[config.mk]
export PLATFORM = sky130hd
export DESIGN_NAME = frequency_counter
export DESIGN_NICKNAME = d
export VERILOG_FILES = /design/src/include/frequency_counter_pkg.sv /design/src/logic/frequency_counter.sv
export VERILOG_INCLUDE_DIRS = /design/src /design/src/include
export SDC_FILE = /design/constraint.sdc
export NUM_CORES = 1
export LEC_CHECK = 0
export BUFFER_PORTS_ARGS = -buffer_cell sky130_fd_sc_hd__buf_2
export CORE_ASPECT_RATIO = 0.7
export CORE_MARGIN = 2
export CORE_UTILIZATION = 57
export CTS_CLUSTER_SIZE = 8
export DETAILED_ROUTE_END_ITERATION = 8
export PLACE_DENSITY = 0.78
export SYNTH_ARGS = -nofsm -noshare
export SYNTH_HDL_FRONTEND = slang
export SYNTH_SLANG_ARGS = --single-unit
[constraint.sdc]
create_clock -name CLK -period 2.75 [get_ports CLK]
set_input_delay 0 -clock CLK [delete_from_list [all_inputs] [get_ports CLK]]
set_output_delay 0 -clock CLK [all_outputs]
set_load 0.01 [all_outputs]
[src/include/frequency_counter_cfg.svh]
`ifndef FREQUENCY_COUNTER_CFG_SVH
`define FREQUENCY_COUNTER_CFG_SVH

// ----------------------------------------------------------------
// Register file addresses (4-bit data registers)
// ----------------------------------------------------------------
`define FC_ADDR_GATE_OPEN_STATUS 7'h04
`define FC_ADDR_MODE_SELECT 7'h12
`define FC_ADDR_COUNTER_CONTROL 7'h23
`define FC_ADDR_IRQ_REQUEST 7'h3a
// Peripheral address of the 16-bit count, read via the transfer buffer
`define FC_ADDR_COUNT_RESULT 7'h43

// ----------------------------------------------------------------
// Field positions and reset values
// ----------------------------------------------------------------
`define FC_BIT_START 0
`define FC_BIT_GATE_OPEN 0
`define FC_BIT_IRQ 0
`define FC_MODE_RESET 4'h0

// ----------------------------------------------------------------
// Timing (clock period, gate times, reference rates)
// ----------------------------------------------------------------
`define FC_CLK_NS 100
`define FC_GATE_1MS_US 1000
`define FC_GATE_4MS_US 4000
`define FC_GATE_8MS_US 8000
`define FC_REF_1KHZ_HZ 1000
`define FC_REF_100KHZ_HZ 100000
`define FC_REF_900KHZ_HZ 900000
// Gate times round down, reference periods round down
`define FC_US_TO_CYC(us) (((us) * 1000) / `FC_CLK_NS)
`define FC_HZ_TO_CYC(hz) (1000000000 / ((hz) * `FC_CLK_NS))

`endif

[src/include/frequency_counter_pkg.sv]
package frequency_counter_pkg;

    // Function select encoding
    typedef enum logic [1:0] {
        FUNC_CLOCK_GEN = 2'b00,
        FUNC_FM_IF = 2'b01,
        FUNC_AM_IF = 2'b10,
        FUNC_EXT_GATE = 2'b11
    } func_t;

    // Counting phase
    typedef enum logic [1:0] {
        PH_IDLE = 2'b00,
        PH_ARMED = 2'b01,
        PH_OPEN = 2'b10
    } phase_t;

    // Mode select register: function select high/low, gate time select high/low
    typedef struct packed {
        func_t func_sel;
        logic [1:0] gate_time_sel;
    } mode_t;

    // Gate pin drive
    typedef struct packed {
        logic o;
        logic oe_n;
        logic port_in;
    } gate_pin_t;

    // Whole block state
    typedef struct packed {
        mode_t mode;
        phase_t phase;
        logic gate_open;
        logic irq;
        logic [15:0] count;
        logic [16:0] timer;
        logic [13:0] ref_div;
        logic if_prev;
        logic gate_prev;
        logic [3:0] rdata;
        logic [15:0] transfer_buffer;
        logic fm_port_in;
        logic am_port_in;
        gate_pin_t gate;
    } fc_state_t;

endpackage

[src/logic/frequency_counter.sv]
// Function
// - In IF mode the selected IF pin's edges are counted over a 1, 4 or 8 ms or open gate.
// - In external gate mode a 1, 100 or 900 kHz reference is counted between gate rises.
// - Both functions accumulate in one 16-bit binary counter.
// - The mode select register makes the IF pins port inputs or IF count inputs.
// - The gate pin is a general-purpose I/O pin or the external gate input.
// - In IF mode an interrupt request is raised when the internal gate closes.
// - Counting is governed through registers 23H, 04H and 3AH.
// - The count is read at peripheral address 43H through the transfer buffer.
// - Function select 00 clock port, 01 FM IF, 10 AM IF, 11 external gate.
// - Gate time select 00 1ms/1kHz, 01 4ms/100kHz, 10 8ms/900kHz, 11 open/0kHz.
// - Counting begins when software sets the start flag in IF mode, at the first gate rise after it in external gate mode.
`timescale 1ns/1ns
`include "frequency_counter_cfg.svh"

module frequency_counter
    import frequency_counter_pkg::*;
#(
    parameter int unsigned GATE_1MS_CYC = `FC_US_TO_CYC(`FC_GATE_1MS_US),
    parameter int unsigned GATE_4MS_CYC = `FC_US_TO_CYC(`FC_GATE_4MS_US),
    parameter int unsigned GATE_8MS_CYC = `FC_US_TO_CYC(`FC_GATE_8MS_US),
    parameter int unsigned REF_1KHZ_CYC = `FC_HZ_TO_CYC(`FC_REF_1KHZ_HZ),
    parameter int unsigned REF_100KHZ_CYC = `FC_HZ_TO_CYC(`FC_REF_100KHZ_HZ),
    parameter int unsigned REF_900KHZ_CYC = `FC_HZ_TO_CYC(`FC_REF_900KHZ_HZ)
) (
    input wire logic CLK,
    input wire logic RSTN,
    input wire logic [6:0] RF_ADDR,
    input wire logic [3:0] RF_WDATA,
    input wire logic RF_WE,
    input wire logic RF_RE,
    output logic [3:0] RF_RDATA,
    input wire logic [6:0] PERI_ADDR,
    input wire logic PERI_RD,
    output logic [15:0] TRANSFER_BUFFER,
    input wire logic FM_IF_INPUT,
    input wire logic AM_IF_INPUT,
    output logic FM_PORT_IN,
    output logic AM_PORT_IN,
    input wire logic EXT_GATE_PIN_I,
    output logic EXT_GATE_PIN_O,
    output logic EXT_GATE_PIN_OE_N,
    output logic GATE_PORT_IN,
    input wire logic GATE_PIN_DIRECTION,
    input wire logic GATE_PORT_LATCH,
    output logic IRQ_REQUEST
);

    // ------------------------------------------------------------
    // Decode helpers
    // ------------------------------------------------------------
    // Gate length in cycles, less one since the timer counts to zero
    function automatic logic [16:0] gate_cycles(input logic [1:0] sel);
        logic [16:0] c;
        c = 17'h00000;
        if (sel == 2'b00) begin
            c = 17'(GATE_1MS_CYC - 1);
        end else if (sel == 2'b01) begin
            c = 17'(GATE_4MS_CYC - 1);
        end else if (sel == 2'b10) begin
            c = 17'(GATE_8MS_CYC - 1);
        end
        return c;
    endfunction

    // Reference period in cycles, less one
    function automatic logic [13:0] ref_cycles(input logic [1:0] sel);
        logic [13:0] c;
        c = 14'h0000;
        if (sel == 2'b00) begin
            c = 14'(REF_1KHZ_CYC - 1);
        end else if (sel == 2'b01) begin
            c = 14'(REF_100KHZ_CYC - 1);
        end else if (sel == 2'b10) begin
            c = 14'(REF_900KHZ_CYC - 1);
        end
        return c;
    endfunction

    fc_state_t s;
    fc_state_t next_s;

    logic is_if;
    logic is_ext;
    logic if_in;
    logic if_rise;
    logic gate_in;
    logic gate_rise;
    logic ref_tick;
    logic open_gate;

    // ------------------------------------------------------------
    // Input selection and edge detection
    // ------------------------------------------------------------
    // Inputs are synchronous, so one previous-value flop finds edges
    assign is_if = (s.mode.func_sel == FUNC_FM_IF) || (s.mode.func_sel == FUNC_AM_IF);
    assign is_ext = (s.mode.func_sel == FUNC_EXT_GATE) && !GATE_PIN_DIRECTION;
    assign if_in = (s.mode.func_sel == FUNC_FM_IF) ? FM_IF_INPUT : AM_IF_INPUT;
    assign if_rise = is_if && if_in && !s.if_prev;
    assign gate_in = EXT_GATE_PIN_I;
    assign gate_rise = is_ext && gate_in && !s.gate_prev;
    assign ref_tick = (s.ref_div == 14'h0000) && (s.mode.gate_time_sel != 2'b11);
    assign open_gate = (s.mode.gate_time_sel == 2'b11);

    // ------------------------------------------------------------
    // Next state
    // ------------------------------------------------------------
    always_comb begin
        next_s = s;
        next_s.if_prev = if_in;
        next_s.gate_prev = gate_in;
        // Reference divider free-runs; restarts on each start
        if (s.ref_div == 14'h0000) begin
            next_s.ref_div = ref_cycles(s.mode.gate_time_sel);
        end else begin
            next_s.ref_div = s.ref_div - 14'h0001;
        end

        // Counting sequence
        case (s.phase)
            PH_IDLE: begin
                next_s.gate_open = 1'b0;
            end
            PH_ARMED: begin
                // Count window starts on the first gate rise
                if (gate_rise) begin
                    next_s.phase = PH_OPEN;
                    next_s.gate_open = 1'b1;
                    next_s.count = 16'h0000;
                    next_s.ref_div = ref_cycles(s.mode.gate_time_sel);
                end
            end
            PH_OPEN: begin
                if (is_if) begin
                    if (if_rise) begin
                        next_s.count = s.count + 16'h0001;
                    end
                    // Open gate never times out; software stops it
                    if (!open_gate) begin
                        if (s.timer == 17'h00000) begin
                            next_s.phase = PH_IDLE;
                            next_s.gate_open = 1'b0;
                        end else begin
                            next_s.timer = s.timer - 17'h00001;
                        end
                    end
                end else begin
                    if (ref_tick) begin
                        next_s.count = s.count + 16'h0001;
                    end
                    // Second rise closes the window
                    if (gate_rise) begin
                        next_s.phase = PH_IDLE;
                        next_s.gate_open = 1'b0;
                    end
                end
            end
            default: begin
                next_s.phase = PH_IDLE;
            end
        endcase

        // Register writes
        if (RF_WE) begin
            if (RF_ADDR == `FC_ADDR_MODE_SELECT) begin
                next_s.mode = mode_t'(RF_WDATA);
            end else if (RF_ADDR == `FC_ADDR_COUNTER_CONTROL) begin
                // Clock generator function owns the shared counter, so start is ignored
                if (RF_WDATA[`FC_BIT_START] && s.mode.func_sel != FUNC_CLOCK_GEN) begin
                    next_s.count = 16'h0000;
                    next_s.timer = gate_cycles(s.mode.gate_time_sel);
                    next_s.ref_div = ref_cycles(s.mode.gate_time_sel);
                    next_s.phase = is_if ? PH_OPEN : PH_ARMED;
                    next_s.gate_open = is_if;
                end else if (!RF_WDATA[`FC_BIT_START]) begin
                    next_s.phase = PH_IDLE;
                    next_s.gate_open = 1'b0;
                end
            end else if (RF_ADDR == `FC_ADDR_IRQ_REQUEST) begin
                next_s.irq = RF_WDATA[`FC_BIT_IRQ];
            end
        end

        // Gate close in IF mode requests an interrupt; set wins over a clear
        if (s.phase == PH_OPEN && is_if && !open_gate && s.timer == 17'h00000) begin
            next_s.irq = 1'b1;
        end

        // Register reads, answered one cycle later
        if (RF_RE) begin
            if (RF_ADDR == `FC_ADDR_GATE_OPEN_STATUS) begin
                next_s.rdata = {3'h0, s.gate_open};
            end else if (RF_ADDR == `FC_ADDR_MODE_SELECT) begin
                next_s.rdata = s.mode;
            end else if (RF_ADDR == `FC_ADDR_COUNTER_CONTROL) begin
                next_s.rdata = {3'h0, s.phase != PH_IDLE};
            end else if (RF_ADDR == `FC_ADDR_IRQ_REQUEST) begin
                next_s.rdata = {3'h0, s.irq};
            end else begin
                next_s.rdata = 4'h0;
            end
        end
        if (PERI_RD && PERI_ADDR == `FC_ADDR_COUNT_RESULT) begin
            next_s.transfer_buffer = s.count;
        end

        // Port functions of the shared pins
        next_s.fm_port_in = (s.mode.func_sel == FUNC_FM_IF) ? 1'b0 : FM_IF_INPUT;
        next_s.am_port_in = (s.mode.func_sel == FUNC_AM_IF) ? 1'b0 : AM_IF_INPUT;
        next_s.gate.port_in = gate_in;
        next_s.gate.o = GATE_PORT_LATCH;
        next_s.gate.oe_n = !GATE_PIN_DIRECTION;
    end

    // ------------------------------------------------------------
    // State register
    // ------------------------------------------------------------
    always_ff @(posedge CLK or negedge RSTN) begin
        if (!RSTN) begin
            s <= '0;
            s.mode <= mode_t'(`FC_MODE_RESET);
            s.gate.oe_n <= 1'b1;
        end else begin
            s <= next_s;
        end
    end

    // Outputs straight from the state flops
    assign RF_RDATA = s.rdata;
    assign TRANSFER_BUFFER = s.transfer_buffer;
    assign FM_PORT_IN = s.fm_port_in;
    assign AM_PORT_IN = s.am_port_in;
    assign EXT_GATE_PIN_O = s.gate.o;
    assign EXT_GATE_PIN_OE_N = s.gate.oe_n;
    assign GATE_PORT_IN = s.gate.port_in;
    assign IRQ_REQUEST = s.irq;
endmodule

; Yosys cells after proc, flatten, opt, wreduce, memory -nomap -nowiden
; Index checks and enable logic that the tools add are counted.
[word_totals]
ff_bits = 81
[op_classes]
add_sub_neg = 3
n_eq_ne = 16
mux = 43
reduce_logical = 26
[ops]
columns = op, n
row1 = $mux W17, 7
row2 = $mux W51, 2
row3 = $mux W47, 2
row4 = $mux W14, 5
row5 = $mux W16, 4
row6 = $pmux W16 S2, 1
row7 = $mux W3, 8
row8 = $logic_not A17 Y1, 1
row9 = $sub A17 B1 Y17 const B, 1
row10 = $add A16 B1 Y16 const B, 1
row11 = $eq A7 B6 Y1 const B, 2
row12 = $logic_not A14 Y1, 1
row13 = $sub A14 B1 Y14 const B, 1
row14 = $mux W4, 3
row15 = $logic_and A1 B1 Y1, 11
row16 = $eq A2 B2 Y1 const B, 5
row17 = $mux W1, 8
row18 = $reduce_bool A2 Y1, 4
row19 = $eq A7 B3 Y1 const B, 1
row20 = $eq A7 B5 Y1 const B, 1
row21 = $eq A7 B7 Y1 const B, 1
row22 = $eq A2 B1 Y1 const B, 3
row23 = $pmux W2 S3, 1
row24 = $logic_not A1 Y1, 4
row25 = other kinds (8), 10

; Longest topological paths before layout
[logic_depth]
word_depth = 13
mapped_depth = 9
depth_no_buf = 7

; Worst setup path after synthesis
; OpenSTA, ideal clock, no wires.
[synth_timing]
path_type = reg2reg
startpoint = reg s[80] (netlist bit)
endpoint = reg s[64] (netlist bit)
setup_ps = 122
arrival_ps = 2013
required_ps = 2628
path_slack_ps = 616
stages_incl_launch_ff = 9
period_less_slack_ps = 2134
cell_sequence = dfrtp_1 > inv_1 > ha_1 > buf_2 > nor4_1 > nand4_1 > a21oi_2 > nand3_1 > a32o_1
[synth_lines]
columns = item, line
row1 = "start, declared", frequency_counter.sv:80  ; fc_state_t s;
row2 = "start signal, assigned", frequency_counter.sv:224  ; s <= next_s;

==> results.yml <==
layout:
  nFillCells: 573
  final_cells: 600
  drive_above_1_share_pct: 20.9
  multi_input_area_um2: 2150
  regArea_um2: 2030
  nets: 542
  fin_util_pct: 67.0
  diodes: 0
  syn2layout_area_growth_pct: 11.5
global_routing:
  grt-ovfl-total: 0
  grt_pass1_vias: 3493
  grt_max_degree: 82
  grt_usage_pct: 24.4
  grt_antenna_before_repair: 0
  grt_pass1_wl_um: 16500
clock_network:
  clkTransAtPathRegs_ps: 80
  h-tree-depth: 3
  clkSinkCount: 81
  root_buffer: "clkbuf_8"
  cts_tree: "built"
  post_cts_buffers: 0
  cts_buffer_depth: 2
  cts_inserted_buffers: 9
  clock_latency_ps: 360
  post_cts_resized: 0
yosys:
  netlist_area_um2: 4480
  syn_nets: 497
  syn_inst: 452
  synth_edf_count: 0
  ys_seq_elements: 81
  yosysWarnings: 0
  avgSynthCellArea_um2: 9.90
  synth.area.top_cells: "dfrtp_1 45%, ha_1 4.8%, mux2_2 4.3%, a21oi_1 3.7%, buf_4 3.5%"
  synth_cell_type_count: 61
  ys.flop_type: "dfrtp_1"
  yosysSeqAreaShare_pct: 45.3
  synth_top_area_share_pct: 44.7
  synthArstFlopShare_pct: 100
  synth_top_area_cell: "dfrtp_1"
pwr:
  finalPower_w: 0.00260
  power_leakage_nw: 2.24
  p_per_area_nw_per_um2: 520
  vdd_drop_max_v: 0.000307
timing:
  skew_ps: 13.3
  drv_slew: 0
  max_freq_ghz: 0.409
  hold_viol: 0
  max_slew_margin_pct: 32.3
  setup_viol: 0
  final.setup.tns_ps: 0
  finalCritPeriodShare_pct: 88.9
  tightest_slew_ps: 1020
  period_minus_slack_ps: 2440
  holdWs_ps: 14.5
  rsz0062_at_grt: "no"
route:
  drc_errors: 0
  drt-total-wl_um: 9830
  drt_iter0_drc: 333
  first_pass_iters: 5
  ant_nets: 0
  num_vias: 3548
  viasPerCell: 5.91
  routedWlPerCell_um: 16.4
placement:
  gp_congestion: 0.896
  dp_hpwl_um: 6890
  portBuffers: 53
  place_inst: 573
critical_path:
  crit_chain: "inv_1, ha_1, nor4_1, nand4_1, a21oi_2, nand3_1, a32o_1"
  required_ps: 3000
  cp-end-kind: "register"
  slowest_stage: "dfrtp_1"
  path_class: "reg -> reg"
  crit_buf_inv: 1
  worstPathArrival_ps: 2690
  cp_max_fo: 9
  reg2reg_slack_ps: 310
  cpPeakStageDelay_ps: 420
  crit_family: "simple AND/OR/NAND/NOR gates"
  setup.worst_path.start_class: "register"
floorplanning:
  die_h_um: 78.1
  die_area_um2: 8590
  coreArea_um2: 7450
  chipWidth_um: 110
  placementRows: 26
  start_util_pct: 60.1
  ioPinCount: 54
run_status:
  outcome: "finished clean"
job:
  drv_cap: 0
min_path:
  holdCritPathClass: "in -> reg"
[cells in the final DEF (no fill, tap or decap), drive strengths merged, types with 4 or more instances in the layout]
cell type / count
nor3: 9
mux2: 17
ha: 17
inv: 26
clkbuf: 11
xor2: 8
nor2: 30
and4: 4
nand4: 10
nand3: 12
nor2b: 5
a21oi: 35
o21ai: 26
xnor2: 13
o22ai: 7
a2bb2oi: 4
o2111ai: 6
and3: 6
dfrtp: 80
nand3b: 5
clkinv: 4
nor4: 7
a211oi: 5
dlygate4sd3: 11
buf: 55
nand2: 41
[cells in the mapped netlist (all sizes together), types with 7 or more instances]
library cell,instances
nand2,41
nand4,10
nor2,30
o21ai,26
inv,26
a21oi,35
xnor2,13
buf,26
xor2,8
dfrtp,80
nor4,7
o22ai,7
mux2,17
nand3,12
nor3,9
ha,17
[per-layer routing]
layer  wire, µm  share of wire, %  global-route usage [%]  vias to the layer above
li1           -                 -                       -                     1693
met1       4590                47                    34.1                     1699
met4        138               1.4                    7.22                        0
met2       4430                45                    37.6                      139
met3        670               6.8                    6.23                       17
met5          0                 0                       0                        -
[state kept, by name, summed over array words and instances, names as in the netlist]
name               cells
TRANSFER_BUFFER       16
RF_RDATA               4
FM_PORT_IN             1
AM_PORT_IN             1
GATE_PORT_IN           1
EXT_GATE_PIN_O         1
EXT_GATE_PIN_OE_N      1
IRQ_REQUEST            1
s                     55
[cell families after synthesis]
family                   after synthesis  share of synthesized area (%)
multiplexers                          19                           4.72
flip-flops                            81                           45.3
XOR/XNOR                              21                           4.11
AO/OA/AOI/OAI                        105                           15.1
AND/OR/NAND/NOR                      151                           19.3
buffers and inverters                 58                           6.74
adder cells (fa/ha/maj)               17                           4.75
[area by class of cell]
type,count,area share (%)
clock inverters,5,1.08
flip-flops and latches,81,40.6
repair buffers,66,7.87
well taps,98,2.46
inverters,26,1.95
clock buffers,11,3.03
multi-input cells,313,43.0
[report_power, final]
part	switching, W	internal (W)	total [W]
Combinational	0.000165	0.000144	0.000309
Clock	0.000417	0.000466	0.000883
Sequential	0.000118	0.00129	0.00141
Total	0.000700	0.00190	0.00260
[through the flow]
| stage | cell area (µm²) | worst slack, ps |
|---|---|---|
| after global placement | 4680 | 450 |
| after floorplan | 4480 | 616 |
| after global routing | 4990 | 109 |
| final | 4990 | 306 |
| after CTS | 4990 | 313 |
| after detailed placement | 4680 | 343 |
[path summary, 6_finish.rpt]
path,start,cells past startpoint,endpoint
max reg2reg,s[80]$_DFFE_PN0P_,7,s[64]$_DFF_PN0_
min in group asynchronous,RSTN,2,RF_RDATA[0]$_DFFE_PN0P_
min,RF_WE,4,IRQ_REQUEST$_DFFE_PN0P_
max in group asynchronous,RSTN,2,s[46]$_DFF_PN0_
max,s[80]$_DFFE_PN0P_,7,s[64]$_DFF_PN0_
min reg2reg,TRANSFER_BUFFER[12]$_DFFE_PN0P_,2,TRANSFER_BUFFER[12]$_DFFE_PN0P_
[worst min-delay path: cells and delay by family]
kind | cells | cell delay (ps)
buffers and inverters | 1 | 130
AND/OR/NAND/NOR | 1 | 70
multiplexers | 1 | 70
AO/OA/AOI/OAI | 1 | 60
[repair_timing]
action / 4_1_cts / 5_1_grt
hold buffers: 11 / 0
hold endpoints to repair: 95 / 0
setup endpoints to repair: 0 / 0
(Power assumes the default switching activity.)
